$ cat src/wonm_consts.vh
`ifndef WONM_CONSTS_VH
`define WONM_CONSTS_VH

// register byte offsets
`define WONM_OFS_CTRL 12'h600
`define WONM_OFS_AUX 12'h604
`define WONM_OFS_NS0 12'h610
`define WONM_OFS_NS1 12'h650
// upper address nibbles of the two destination address blocks
`define WONM_NS0_PAGE 8'h61
`define WONM_NS1_PAGE 8'h65

// reset values
`define WONM_CTRL_RST 32'h0000_0000
`define WONM_AUX_RST 32'h0000_0000
`define WONM_ADDR_RST 32'h0000_0000

// plain read/write bits and write-one-to-clear bits of the control word, then the writable bits of the auxiliary word
`define WONM_CTRL_WMASK 32'h8000_070F
`define WONM_CTRL_W1C 32'h0000_00F0
`define WONM_AUX_WMASK 32'h0000_0003

// control word bit positions
`define WONM_B_CSUM_OFF 31
`define WONM_B_FWD_ARP 10
`define WONM_B_FWD_NS 9
`define WONM_B_NA_SEL 8
`define WONM_B_NS_SEEN 7
`define WONM_B_ARP_SEEN 6
`define WONM_B_V6_SEEN 5
`define WONM_B_V4_SEEN 4
`define WONM_B_NS_EN 3
`define WONM_B_ARP_EN 2
`define WONM_B_V6_WAKE 1
`define WONM_B_V4_WAKE 0
// auxiliary word bit positions
`define WONM_B_RES_CLR_FLAGS 0
`define WONM_B_RES_CLR_EN 1

// solicited-node multicast prefix, FF02::1:FF00:0/104
`define WONM_SOL_PREFIX 104'hFF02_0000_0000_0000_0000_0001_FF
`define WONM_SOL_BITS 24
`define WONM_ADDR_BYTES 16

// AXI responses
`define WONM_RESP_OKAY 2'h0
`define WONM_RESP_SLVERR 2'h2

`endif

$ cat src/wonm_top.v
// Our own choice: the AXI4-Lite interface to the registers.
`timescale 1ns/10ps
`include "wonm_consts.vh"

module wonm_top #(
  parameter ADDR_W = 12
) (
  input wire ref_clk,
  input wire rst_n,
  input wire [ADDR_W-1:0] s_axi_awaddr,
  input wire s_axi_awvalid,
  output wire s_axi_awready,
  input wire [31:0] s_axi_wdata,
  input wire [3:0] s_axi_wstrb,
  input wire s_axi_wvalid,
  output wire s_axi_wready,
  output wire [1:0] s_axi_bresp,
  output wire s_axi_bvalid,
  input wire s_axi_bready,
  input wire [ADDR_W-1:0] s_axi_araddr,
  input wire s_axi_arvalid,
  output wire s_axi_arready,
  output wire [31:0] s_axi_rdata,
  output wire [1:0] s_axi_rresp,
  output wire s_axi_rvalid,
  input wire s_axi_rready,
  input wire rxSof,
  input wire rxEof,
  input wire rxDaStrobe,
  input wire [7:0] rxByte,
  input wire rxDaOwn,
  input wire rxDaMulti,
  input wire rxDaBcast,
  input wire rxFcsOk,
  input wire rxIpCsumOk,
  input wire rxL4CsumOk,
  input wire rxIsArp,
  input wire rxIsNs,
  input wire rxIsV4Syn,
  input wire rxIsV6Syn,
  input wire arpTargetOk,
  input wire nsTargetOk,
  input wire synAddrOk,
  input wire [127:0] nsTargetAddr,
  input wire resumeDone,
  output wire wakeReq,
  output wire arpAnswerReq,
  output wire nsAnswerReq,
  output wire fwdPass,
  output wire fwdDrop,
  output wire [1:0] nsSetHit,
  output wire [127:0] naSourceAddr
);
  localparam [3:0] SEL_CTRL = 4'h0;
  localparam [3:0] SEL_AUX = 4'h1;
  localparam [3:0] SEL_NONE = 4'hF;
  // register slot decode, shared by the read and write paths
  function [3:0] decodeReg;
    input [ADDR_W-1:0] a;
    begin
      if (a[1:0] != 2'h0)
        decodeReg = SEL_NONE;
      else if (a == `WONM_OFS_CTRL)
        decodeReg = SEL_CTRL;
      else if (a == `WONM_OFS_AUX)
        decodeReg = SEL_AUX;
      else if (a[ADDR_W-1:4] == `WONM_NS0_PAGE)
        decodeReg = {2'h0, a[3:2]} + 4'h2;
      else if (a[ADDR_W-1:4] == `WONM_NS1_PAGE)
        decodeReg = {2'h0, a[3:2]} + 4'h6;
      else
        decodeReg = SEL_NONE;
    end
  endfunction
  // expand byte strobes into a bit mask
  function [31:0] laneMask;
    input [3:0] strb;
    begin
      laneMask = {{8{strb[3]}}, {8{strb[2]}}, {8{strb[1]}}, {8{strb[0]}}};
    end
  endfunction
  // reset release through two flops; assertion stays asynchronous
  reg rstSync1_r, rstSync2_r;
  wire rstN;
  always @(posedge ref_clk or negedge rst_n) begin
    if (!rst_n) begin
      rstSync1_r <= 1'b0;
      rstSync2_r <= 1'b0;
    end else begin
      rstSync1_r <= 1'b1;
      rstSync2_r <= rstSync1_r;
    end
  end
  assign rstN = rstSync2_r;
  // register storage
  reg [31:0] ctrl_r, ctrl_nxt, aux_r;
  reg [31:0] nsAddr_r [0:7];
  // write channel state; ready flops double as "slot empty"
  reg awReady_r, wReady_r, bValid_r;
  reg [1:0] bResp_r;
  reg [ADDR_W-1:0] wAddr_r;
  reg [31:0] wData_r;
  reg [3:0] wStrb_r;
  wire doWrite;
  wire [3:0] wSel;
  wire [31:0] wMask;
  assign doWrite = !awReady_r && !wReady_r && !bValid_r;
  assign wSel = decodeReg(wAddr_r);
  assign wMask = laneMask(wStrb_r);
  // address and data taken in either order, response after both
  always @(posedge ref_clk or negedge rstN) begin
    if (!rstN) begin
      awReady_r <= 1'b1;
      wReady_r <= 1'b1;
      bValid_r <= 1'b0;
      bResp_r <= `WONM_RESP_OKAY;
      wAddr_r <= {ADDR_W{1'b0}};
      wData_r <= 32'h0000_0000;
      wStrb_r <= 4'h0;
    end else begin
      if (awReady_r && s_axi_awvalid) begin
        awReady_r <= 1'b0;
        wAddr_r <= s_axi_awaddr;
      end
      if (wReady_r && s_axi_wvalid) begin
        wReady_r <= 1'b0;
        wData_r <= s_axi_wdata;
        wStrb_r <= s_axi_wstrb;
      end
      if (doWrite) begin
        bValid_r <= 1'b1;
        bResp_r <= (wSel == SEL_NONE) ? `WONM_RESP_SLVERR : `WONM_RESP_OKAY;
      end
      if (bValid_r && s_axi_bready) begin
        bValid_r <= 1'b0;
        awReady_r <= 1'b1;
        wReady_r <= 1'b1;
      end
    end
  end
  // read channel: data one cycle after the address is taken
  reg arReady_r, rValid_r;
  reg [1:0] rResp_r;
  reg [31:0] rData_r, rdMux;
  reg [ADDR_W-1:0] rAddr_r;
  wire [3:0] rSel;
  assign rSel = decodeReg(rAddr_r);
  // register read select
  always @* begin
    rdMux = 32'h0000_0000;
    case (rSel)
      SEL_CTRL: rdMux = ctrl_r;
      SEL_AUX: rdMux = aux_r;
      SEL_NONE: rdMux = 32'h0000_0000;
      default: rdMux = nsAddr_r[rSel[2:0] - 3'h2];
    endcase
  end
  always @(posedge ref_clk or negedge rstN) begin
    if (!rstN) begin
      arReady_r <= 1'b1;
      rValid_r <= 1'b0;
      rResp_r <= `WONM_RESP_OKAY;
      rData_r <= 32'h0000_0000;
      rAddr_r <= {ADDR_W{1'b0}};
    end else begin
      if (arReady_r && s_axi_arvalid) begin
        arReady_r <= 1'b0;
        rAddr_r <= s_axi_araddr;
      end
      if (!arReady_r && !rValid_r) begin
        rValid_r <= 1'b1;
        rData_r <= rdMux;
        rResp_r <= (rSel == SEL_NONE) ? `WONM_RESP_SLVERR : `WONM_RESP_OKAY;
      end
      if (rValid_r && s_axi_rready) begin
        rValid_r <= 1'b0;
        arReady_r <= 1'b1;
      end
    end
  end
  // IPv6 destination collected from the receive stream
  wire [127:0] hdrDa;
  wire hdrDaDone;
  wonm_addr_capture daCap (
    .clk(ref_clk),
    .rstN(rstN),
    .frameStart(rxSof),
    .byteStrobe(rxDaStrobe),
    .byteIn(rxByte),
    .addr_r(hdrDa),
    .complete_r(hdrDaDone)
  );
  // low dword at the lowest offset
  wire [127:0] progSet0, progSet1;
  assign progSet0 = {nsAddr_r[3], nsAddr_r[2], nsAddr_r[1], nsAddr_r[0]};
  assign progSet1 = {nsAddr_r[7], nsAddr_r[6], nsAddr_r[5], nsAddr_r[4]};
  wire hit0, hit1;
  wonm_addr_match match0 (
    .hdrAddr(hdrDa),
    .progAddr(progSet0),
    .solicited(),
    .hit(hit0)
  );
  wonm_addr_match match1 (
    .hdrAddr(hdrDa),
    .progAddr(progSet1),
    .solicited(),
    .hit(hit1)
  );
  // frame qualification at end of frame
  wire daOk, csumGood, nsEn, arpEn, evNs, evArp, evV6, evV4;
  wire [1:0] setHit;
  assign daOk = rxDaOwn || rxDaMulti || rxDaBcast;
  assign csumGood = rxFcsOk &&
    (ctrl_r[`WONM_B_CSUM_OFF] || (rxIpCsumOk && rxL4CsumOk));
  assign nsEn = ctrl_r[`WONM_B_NS_EN];
  assign arpEn = ctrl_r[`WONM_B_ARP_EN];
  assign setHit = {hit1, hit0} & {2{hdrDaDone && nsEn}};
  assign evNs = rxEof && rxIsNs && daOk && csumGood && nsTargetOk && (setHit != 2'h0);
  assign evArp = rxEof && rxIsArp && daOk && csumGood && arpTargetOk;
  assign evV6 = rxEof && rxIsV6Syn && daOk && csumGood && synAddrOk;
  assign evV4 = rxEof && rxIsV4Syn && daOk && csumGood && synAddrOk;
  // control word next value: writes, resume clears, then hardware sets
  always @* begin
    ctrl_nxt = ctrl_r;
    if (doWrite && wSel == SEL_CTRL) begin
      ctrl_nxt = (ctrl_r & ~(`WONM_CTRL_WMASK & wMask)) |
                 (wData_r & `WONM_CTRL_WMASK & wMask);
      ctrl_nxt = ctrl_nxt & ~(wData_r & `WONM_CTRL_W1C & wMask);
    end
    if (resumeDone && aux_r[`WONM_B_RES_CLR_FLAGS]) begin
      ctrl_nxt[`WONM_B_V6_SEEN] = 1'b0;
      ctrl_nxt[`WONM_B_V4_SEEN] = 1'b0;
    end
    if (resumeDone && aux_r[`WONM_B_RES_CLR_EN]) begin
      ctrl_nxt[`WONM_B_V6_WAKE] = 1'b0;
      ctrl_nxt[`WONM_B_V4_WAKE] = 1'b0;
    end
    // set wins over any clear in the same cycle
    // NS seen
    if (evNs)
      ctrl_nxt[`WONM_B_NS_SEEN] = 1'b1;
    if (evArp)
      ctrl_nxt[`WONM_B_ARP_SEEN] = 1'b1;
    if (evV6)
      ctrl_nxt[`WONM_B_V6_SEEN] = 1'b1;
    if (evV4)
      ctrl_nxt[`WONM_B_V4_SEEN] = 1'b1;
  end
  integer i;
  // register file update; address words honour byte strobes
  always @(posedge ref_clk or negedge rstN) begin
    if (!rstN) begin
      ctrl_r <= `WONM_CTRL_RST;
      aux_r <= `WONM_AUX_RST;
      for (i = 0; i < 8; i = i + 1) begin
        nsAddr_r[i] <= `WONM_ADDR_RST;
      end
    end else begin
      ctrl_r <= ctrl_nxt;
      if (doWrite && wSel == SEL_AUX) begin
        aux_r <= (aux_r & ~(`WONM_AUX_WMASK & wMask)) |
                 (wData_r & `WONM_AUX_WMASK & wMask);
      end
      if (doWrite && wSel != SEL_NONE && wSel != SEL_CTRL && wSel != SEL_AUX) begin
        nsAddr_r[wSel[2:0] - 3'h2] <= (nsAddr_r[wSel[2:0] - 3'h2] & ~wMask) |
                                      (wData_r & wMask);
      end
    end
  end
  // frame outcome pulses, one cycle after end of frame
  reg wakeReq_r, arpAnswer_r, nsAnswer_r, fwdPass_r, fwdDrop_r;
  reg [1:0] nsSetHit_r;
  reg [127:0] naSrc_r;
  wire arpHandled;
  assign arpHandled = evArp && arpEn;
  // outcome flops
  always @(posedge ref_clk or negedge rstN) begin
    if (!rstN) begin
      wakeReq_r <= 1'b0;
      arpAnswer_r <= 1'b0;
      nsAnswer_r <= 1'b0;
      fwdPass_r <= 1'b0;
      fwdDrop_r <= 1'b0;
      nsSetHit_r <= 2'h0;
      naSrc_r <= 128'h0;
    end else begin
      wakeReq_r <= (evV6 && ctrl_r[`WONM_B_V6_WAKE]) ||
                   (evV4 && ctrl_r[`WONM_B_V4_WAKE]);
      arpAnswer_r <= arpHandled;
      nsAnswer_r <= evNs;
      fwdPass_r <= (arpHandled && ctrl_r[`WONM_B_FWD_ARP]) ||
                   (evNs && ctrl_r[`WONM_B_FWD_NS]);
      fwdDrop_r <= (arpHandled && !ctrl_r[`WONM_B_FWD_ARP]) ||
                   (evNs && !ctrl_r[`WONM_B_FWD_NS]);
      nsSetHit_r <= evNs ? setHit : 2'h0;
      if (evNs) begin
        // advert source select, set 0 preferred on double hit
        if (!ctrl_r[`WONM_B_NA_SEL])
          naSrc_r <= nsTargetAddr;
        else if (setHit[0])
          naSrc_r <= progSet0;
        else
          naSrc_r <= progSet1;
      end
    end
  end
  // all outputs straight from flops
  assign s_axi_awready = awReady_r;
  assign s_axi_wready = wReady_r;
  assign s_axi_bvalid = bValid_r;
  assign s_axi_bresp = bResp_r;
  assign s_axi_arready = arReady_r;
  assign s_axi_rvalid = rValid_r;
  assign s_axi_rdata = rData_r;
  assign s_axi_rresp = rResp_r;
  assign wakeReq = wakeReq_r;
  assign arpAnswerReq = arpAnswer_r;
  assign nsAnswerReq = nsAnswer_r;
  assign fwdPass = fwdPass_r;
  assign fwdDrop = fwdDrop_r;
  assign nsSetHit = nsSetHit_r;
  assign naSourceAddr = naSrc_r;

endmodule

$ cat src/wonm_addr_capture.v
`timescale 1ns/10ps
`include "wonm_consts.vh"

module wonm_addr_capture (
  input wire clk,
  input wire rstN,
  input wire frameStart,
  input wire byteStrobe,
  input wire [7:0] byteIn,
  output reg [127:0] addr_r,
  output reg complete_r
);

  reg [4:0] count_r;

  // first byte on the wire ends in [127:120], sixteenth in [7:0]
  always @(posedge clk or negedge rstN) begin
    if (!rstN) begin
      addr_r <= 128'h0;
      count_r <= 5'h00;
      complete_r <= 1'b0;
    end else if (frameStart) begin
      count_r <= 5'h00;
      complete_r <= 1'b0;
    end else if (byteStrobe && !complete_r) begin
      addr_r <= {addr_r[119:0], byteIn};
      count_r <= count_r + 5'h01;
      // extra strobes after the sixteenth are ignored
      complete_r <= (count_r == 5'd`WONM_ADDR_BYTES - 5'h01);
    end
  end

endmodule

$ cat src/wonm_addr_match.v
`timescale 1ns/10ps
`include "wonm_consts.vh"

module wonm_addr_match (
  input wire [127:0] hdrAddr,
  input wire [127:0] progAddr,
  output wire solicited,
  output wire hit
);

  // solicited-node destinations only carry the low 24 bits of interest
  assign solicited = (hdrAddr[127:`WONM_SOL_BITS] == `WONM_SOL_PREFIX);
  assign hit = solicited ? (hdrAddr[`WONM_SOL_BITS-1:0] == progAddr[127:104])
                         : (hdrAddr == progAddr);

endmodule

$ cat config.mk
export PLATFORM = sky130hd
export DESIGN_NAME = wonm_top
export DESIGN_NICKNAME = d
export VERILOG_FILES = /design/src/wonm_top.v /design/src/wonm_addr_capture.v /design/src/wonm_addr_match.v
export VERILOG_INCLUDE_DIRS = /design/src
export SDC_FILE = /design/constraint.sdc
export NUM_CORES = 2
export LEC_CHECK = 0
export ABC_CLOCK_PERIOD_IN_PS = 26600
export BUFFER_PORTS_ARGS = -buffer_cell sky130_fd_sc_hd__buf_2
export CAP_MARGIN = 20
export CELL_PAD_IN_SITES_DETAIL_PLACEMENT = 2
export CELL_PAD_IN_SITES_GLOBAL_PLACEMENT = 2
export CORE_MARGIN = 4
export CORE_UTILIZATION = 29
export DETAILED_ROUTE_END_ITERATION = 7
export GPL_TIMING_DRIVEN = 0
export MAX_ROUTING_LAYER = met4
export PLACE_DENSITY = 0.64
export SYNTH_ARGS = -nofsm -noshare
export SYNTH_HDL_FRONTEND = slang
export SYNTH_SLANG_ARGS = --single-unit
$ cat constraint.sdc
create_clock -name ref_clk -period 26.6 [get_ports ref_clk]
set_clock_uncertainty 0.15 [all_clocks]
set_input_delay 5.32 -clock ref_clk [delete_from_list [all_inputs] [get_ports ref_clk]]
set_output_delay 5.32 -clock ref_clk [all_outputs]
set_load 0.02 [all_outputs]
==> reports/results.txt <==
Synth warnings - 0
largest stage delay on the critical path - 1.00 ns
Seq cells post-synth - 640
H-tree Lvls - 3
initial drt markers - 2916
fraction of registers with async set/reset - 100%
Tot Pwr - 0.00347 W
Hold WC Path Type - flip-flop to flip-flop
top-area cell type share of the netlist area - 45.7%
clock period minus worst slack - 9.06 ns
commonest cells in the netlist - dfrtp_1, mux2_2, nand2_1
count leader, synth - dfrtp_1
Final Setup Violations - 0
Data arrival, critical path - 9.50 ns
IO Port Bufs - 393
Longest Clk Path Bufs - 3
gp weighted congestion - 1.02
gr ovfl total - 0
Pleak - 20.1 nW
Die ar. - 126000 um2
CP Capture Type - flip-flop
Seq/Total Area, Yosys - 46.0%
clock slew at reported path FFs - 0.06 ns
Max IR drop VDD - 44.9 uV
Final Util - 35.6%
Die X - 355 um
worst slew pin tran - 1.25 ns
first-pass GRT wire length - 274000 um
crit-path leading delay family - simple AND/OR/NAND/NOR gates
Final Hold Fails - 0
GRT Total Usage - 32.4%
layout cells sized above 1 - 32.6%
Total Nets Final - 3714
first-pass iteration count of the detailed router - 5
Num Clock Sinks - 640
FILL cells - 12700
Vias/cell - 5.73
setup TNS - 0 ns
CTS tree - yes
Distinct cells, synth - 60
pwr dens - 82.1 nW/um2
antenna violations before repair - 16
Starting Density - 29.4%
max cap viols - 0
Final WS setup - 17.54 ns
Avg Synthesized Cell Area - 11.7 um2
run status - finished, final reports clean
vias post-DR - 29600
largest net degree at the start of global routing - 67
# resized after CTS - 0
RSZ-0062 raised after global routing - no
final slew viol count - 0
synth top area cells - dfrtp_1, mux2_2, mux4_2
post-route cell area - 42200 um2
synthesized instance count - 2984
Fmax - 110 MHz
Antenna Nets Post-Route - 0
I/O Pins - 396
WL per Instance - 39.2 um
Worst Path Required - 27.04 ns
number of global-route vias before repair - 31400
Post-synth EDFFs - 0
Core Rows - 126
Worst Path Buf+Inv - 2
CTS buffer count - 82
post-synth top area cell - dfrtp_1
Clock Root Buffer - clkbuf_16
Core ar. - 119000 um2
Critical-path top delay cell - a311oi_1
drc violations - 0
post-detail-place hpwl - 161000 um
Worst setup SP type - input port
Die Ht - 355 um
CTS Hold Bufs - 0
Place WS - 16.89 ns
post-CTS setup buffer count - 0
fin crit share - 34.0%
Top FF cell, synth - dfrtp_1
Detailed Route WL - 202000 um
Mapped Area - 34900 um2
synth-to-layout area growth - 21.1%
clk_lat worst skew - 0.68 ns
CP Cell Sequence - buf_2 -> a21oi_1 -> nor3_1 -> nand4_1 -> or4_1 -> nor4_2 -> a221oi_2 -> clkbuf_1 -> a311oi_1 -> a21o_1
Worst slew margin - 16.6%
critical path peak fanout - 10
kind of critical path - input port to flip-flop
DP Area - 39400 um2
register area - 16000 um2
area of the multi-input gates - 17700 um2
## area by class of cell
cell class / count / area share [%]
Antenna cell: 6 / 0.0356
Buffer: 231 / 2.47
Clock buffer: 116 / 5.72
Clock inverter: 31 / 1.01
Inverter: 21 / 0.187
Multi-Input combinational cell: 2093 / 42.0
Sequential cell: 640 / 37.9
Tap cell: 1600 / 4.74
Timing Repair Buffer: 419 / 5.93
## worst paths after layout
kind	startpoint	to	slack, ns	cells past startpoint
max in group asynchronous	rst_n	rstN	21.91	1
worst min register to register	rstSync1_r	rstN	0.20	0
worst max register to register	daCap.addr_r[89]	naSourceAddr[27]	20.82	11
min in group asynchronous	rstN	s_axi_rdata[29]	0.25	0
worst min-delay path	rstSync1_r	rstN	0.20	0
worst max-delay path	rxIpCsumOk	naSourceAddr[17]	17.54	10
## per-stage QoR
step	cells	hold WS, ns
detailed placement	5003	0.193
global route	5155	0.227
floorplan	2985	0.181
global placement	4978	0.187
finish	5157	0.200
CTS	5150	0.205
## report_power, final
group          total (W)  switching (W)  internal [W]
clock network    0.00121       0.000480      0.000727
registers        0.00141       0.000306       0.00111
logic           0.000844       0.000527      0.000317
## layout by cell type (no fill, tap or decap), types with 48 or more instances in the layout
cell       count
dfrtp_1      636
mux2_2       443
buf_2        417
nand2_1      231
xnor2_1      213
clkbuf_1     175
mux2i_1      165
nor2_1       144
a21o_1       133
nand3_1      130
a311oi_1     128
mux4_2        96
clkbuf_16     85
xor2_1        82
nand4_1       75
nor4_1        64
o21ai_0       48
## flip-flops by register name, indices dropped and copies added, names as in the netlist, 2 cells and up, named ones only
name and count:
daCap.count_r 5, s_axi_rdata 32, nsSetHit 2, nsAddr_r 256, wAddr_r 12, wStrb_r 4
wData_r 32, rAddr_r 12, ctrl_r 6, daCap.addr_r 128, naSourceAddr 128
## per-layer routing
| layer | global-route usage [%] | vias to the layer above | routed length [um] |
|---|---|---|---|
| met4 | 11.2 | 0 | 7790 |
| met1 | 42.4 | 16100 | 86800 |
| met3 | 4.88 | 264 | 13100 |
| met2 | 51.3 | 1209 | 94200 |
| li1 | - | 12000 | - |
| met5 | - | - | 0 |
## cells by family (layout without fill, tap and decap cells)
logic type	after synthesis	after routing	share of synthesized area (%)
AO/OA/AOI/OAI	380	380	8.19
XOR/XNOR	295	295	7.41
adder cells (fa/ha/maj)	6	6	0.215
buffers and inverters	252	818	3.22
flip-flops	640	640	46.0
multiplexers	704	704	25.3
other	2	9	0.0215
AND/OR/NAND/NOR	705	705	9.74
No activity file was read; power rests on OpenSTA's default activity.
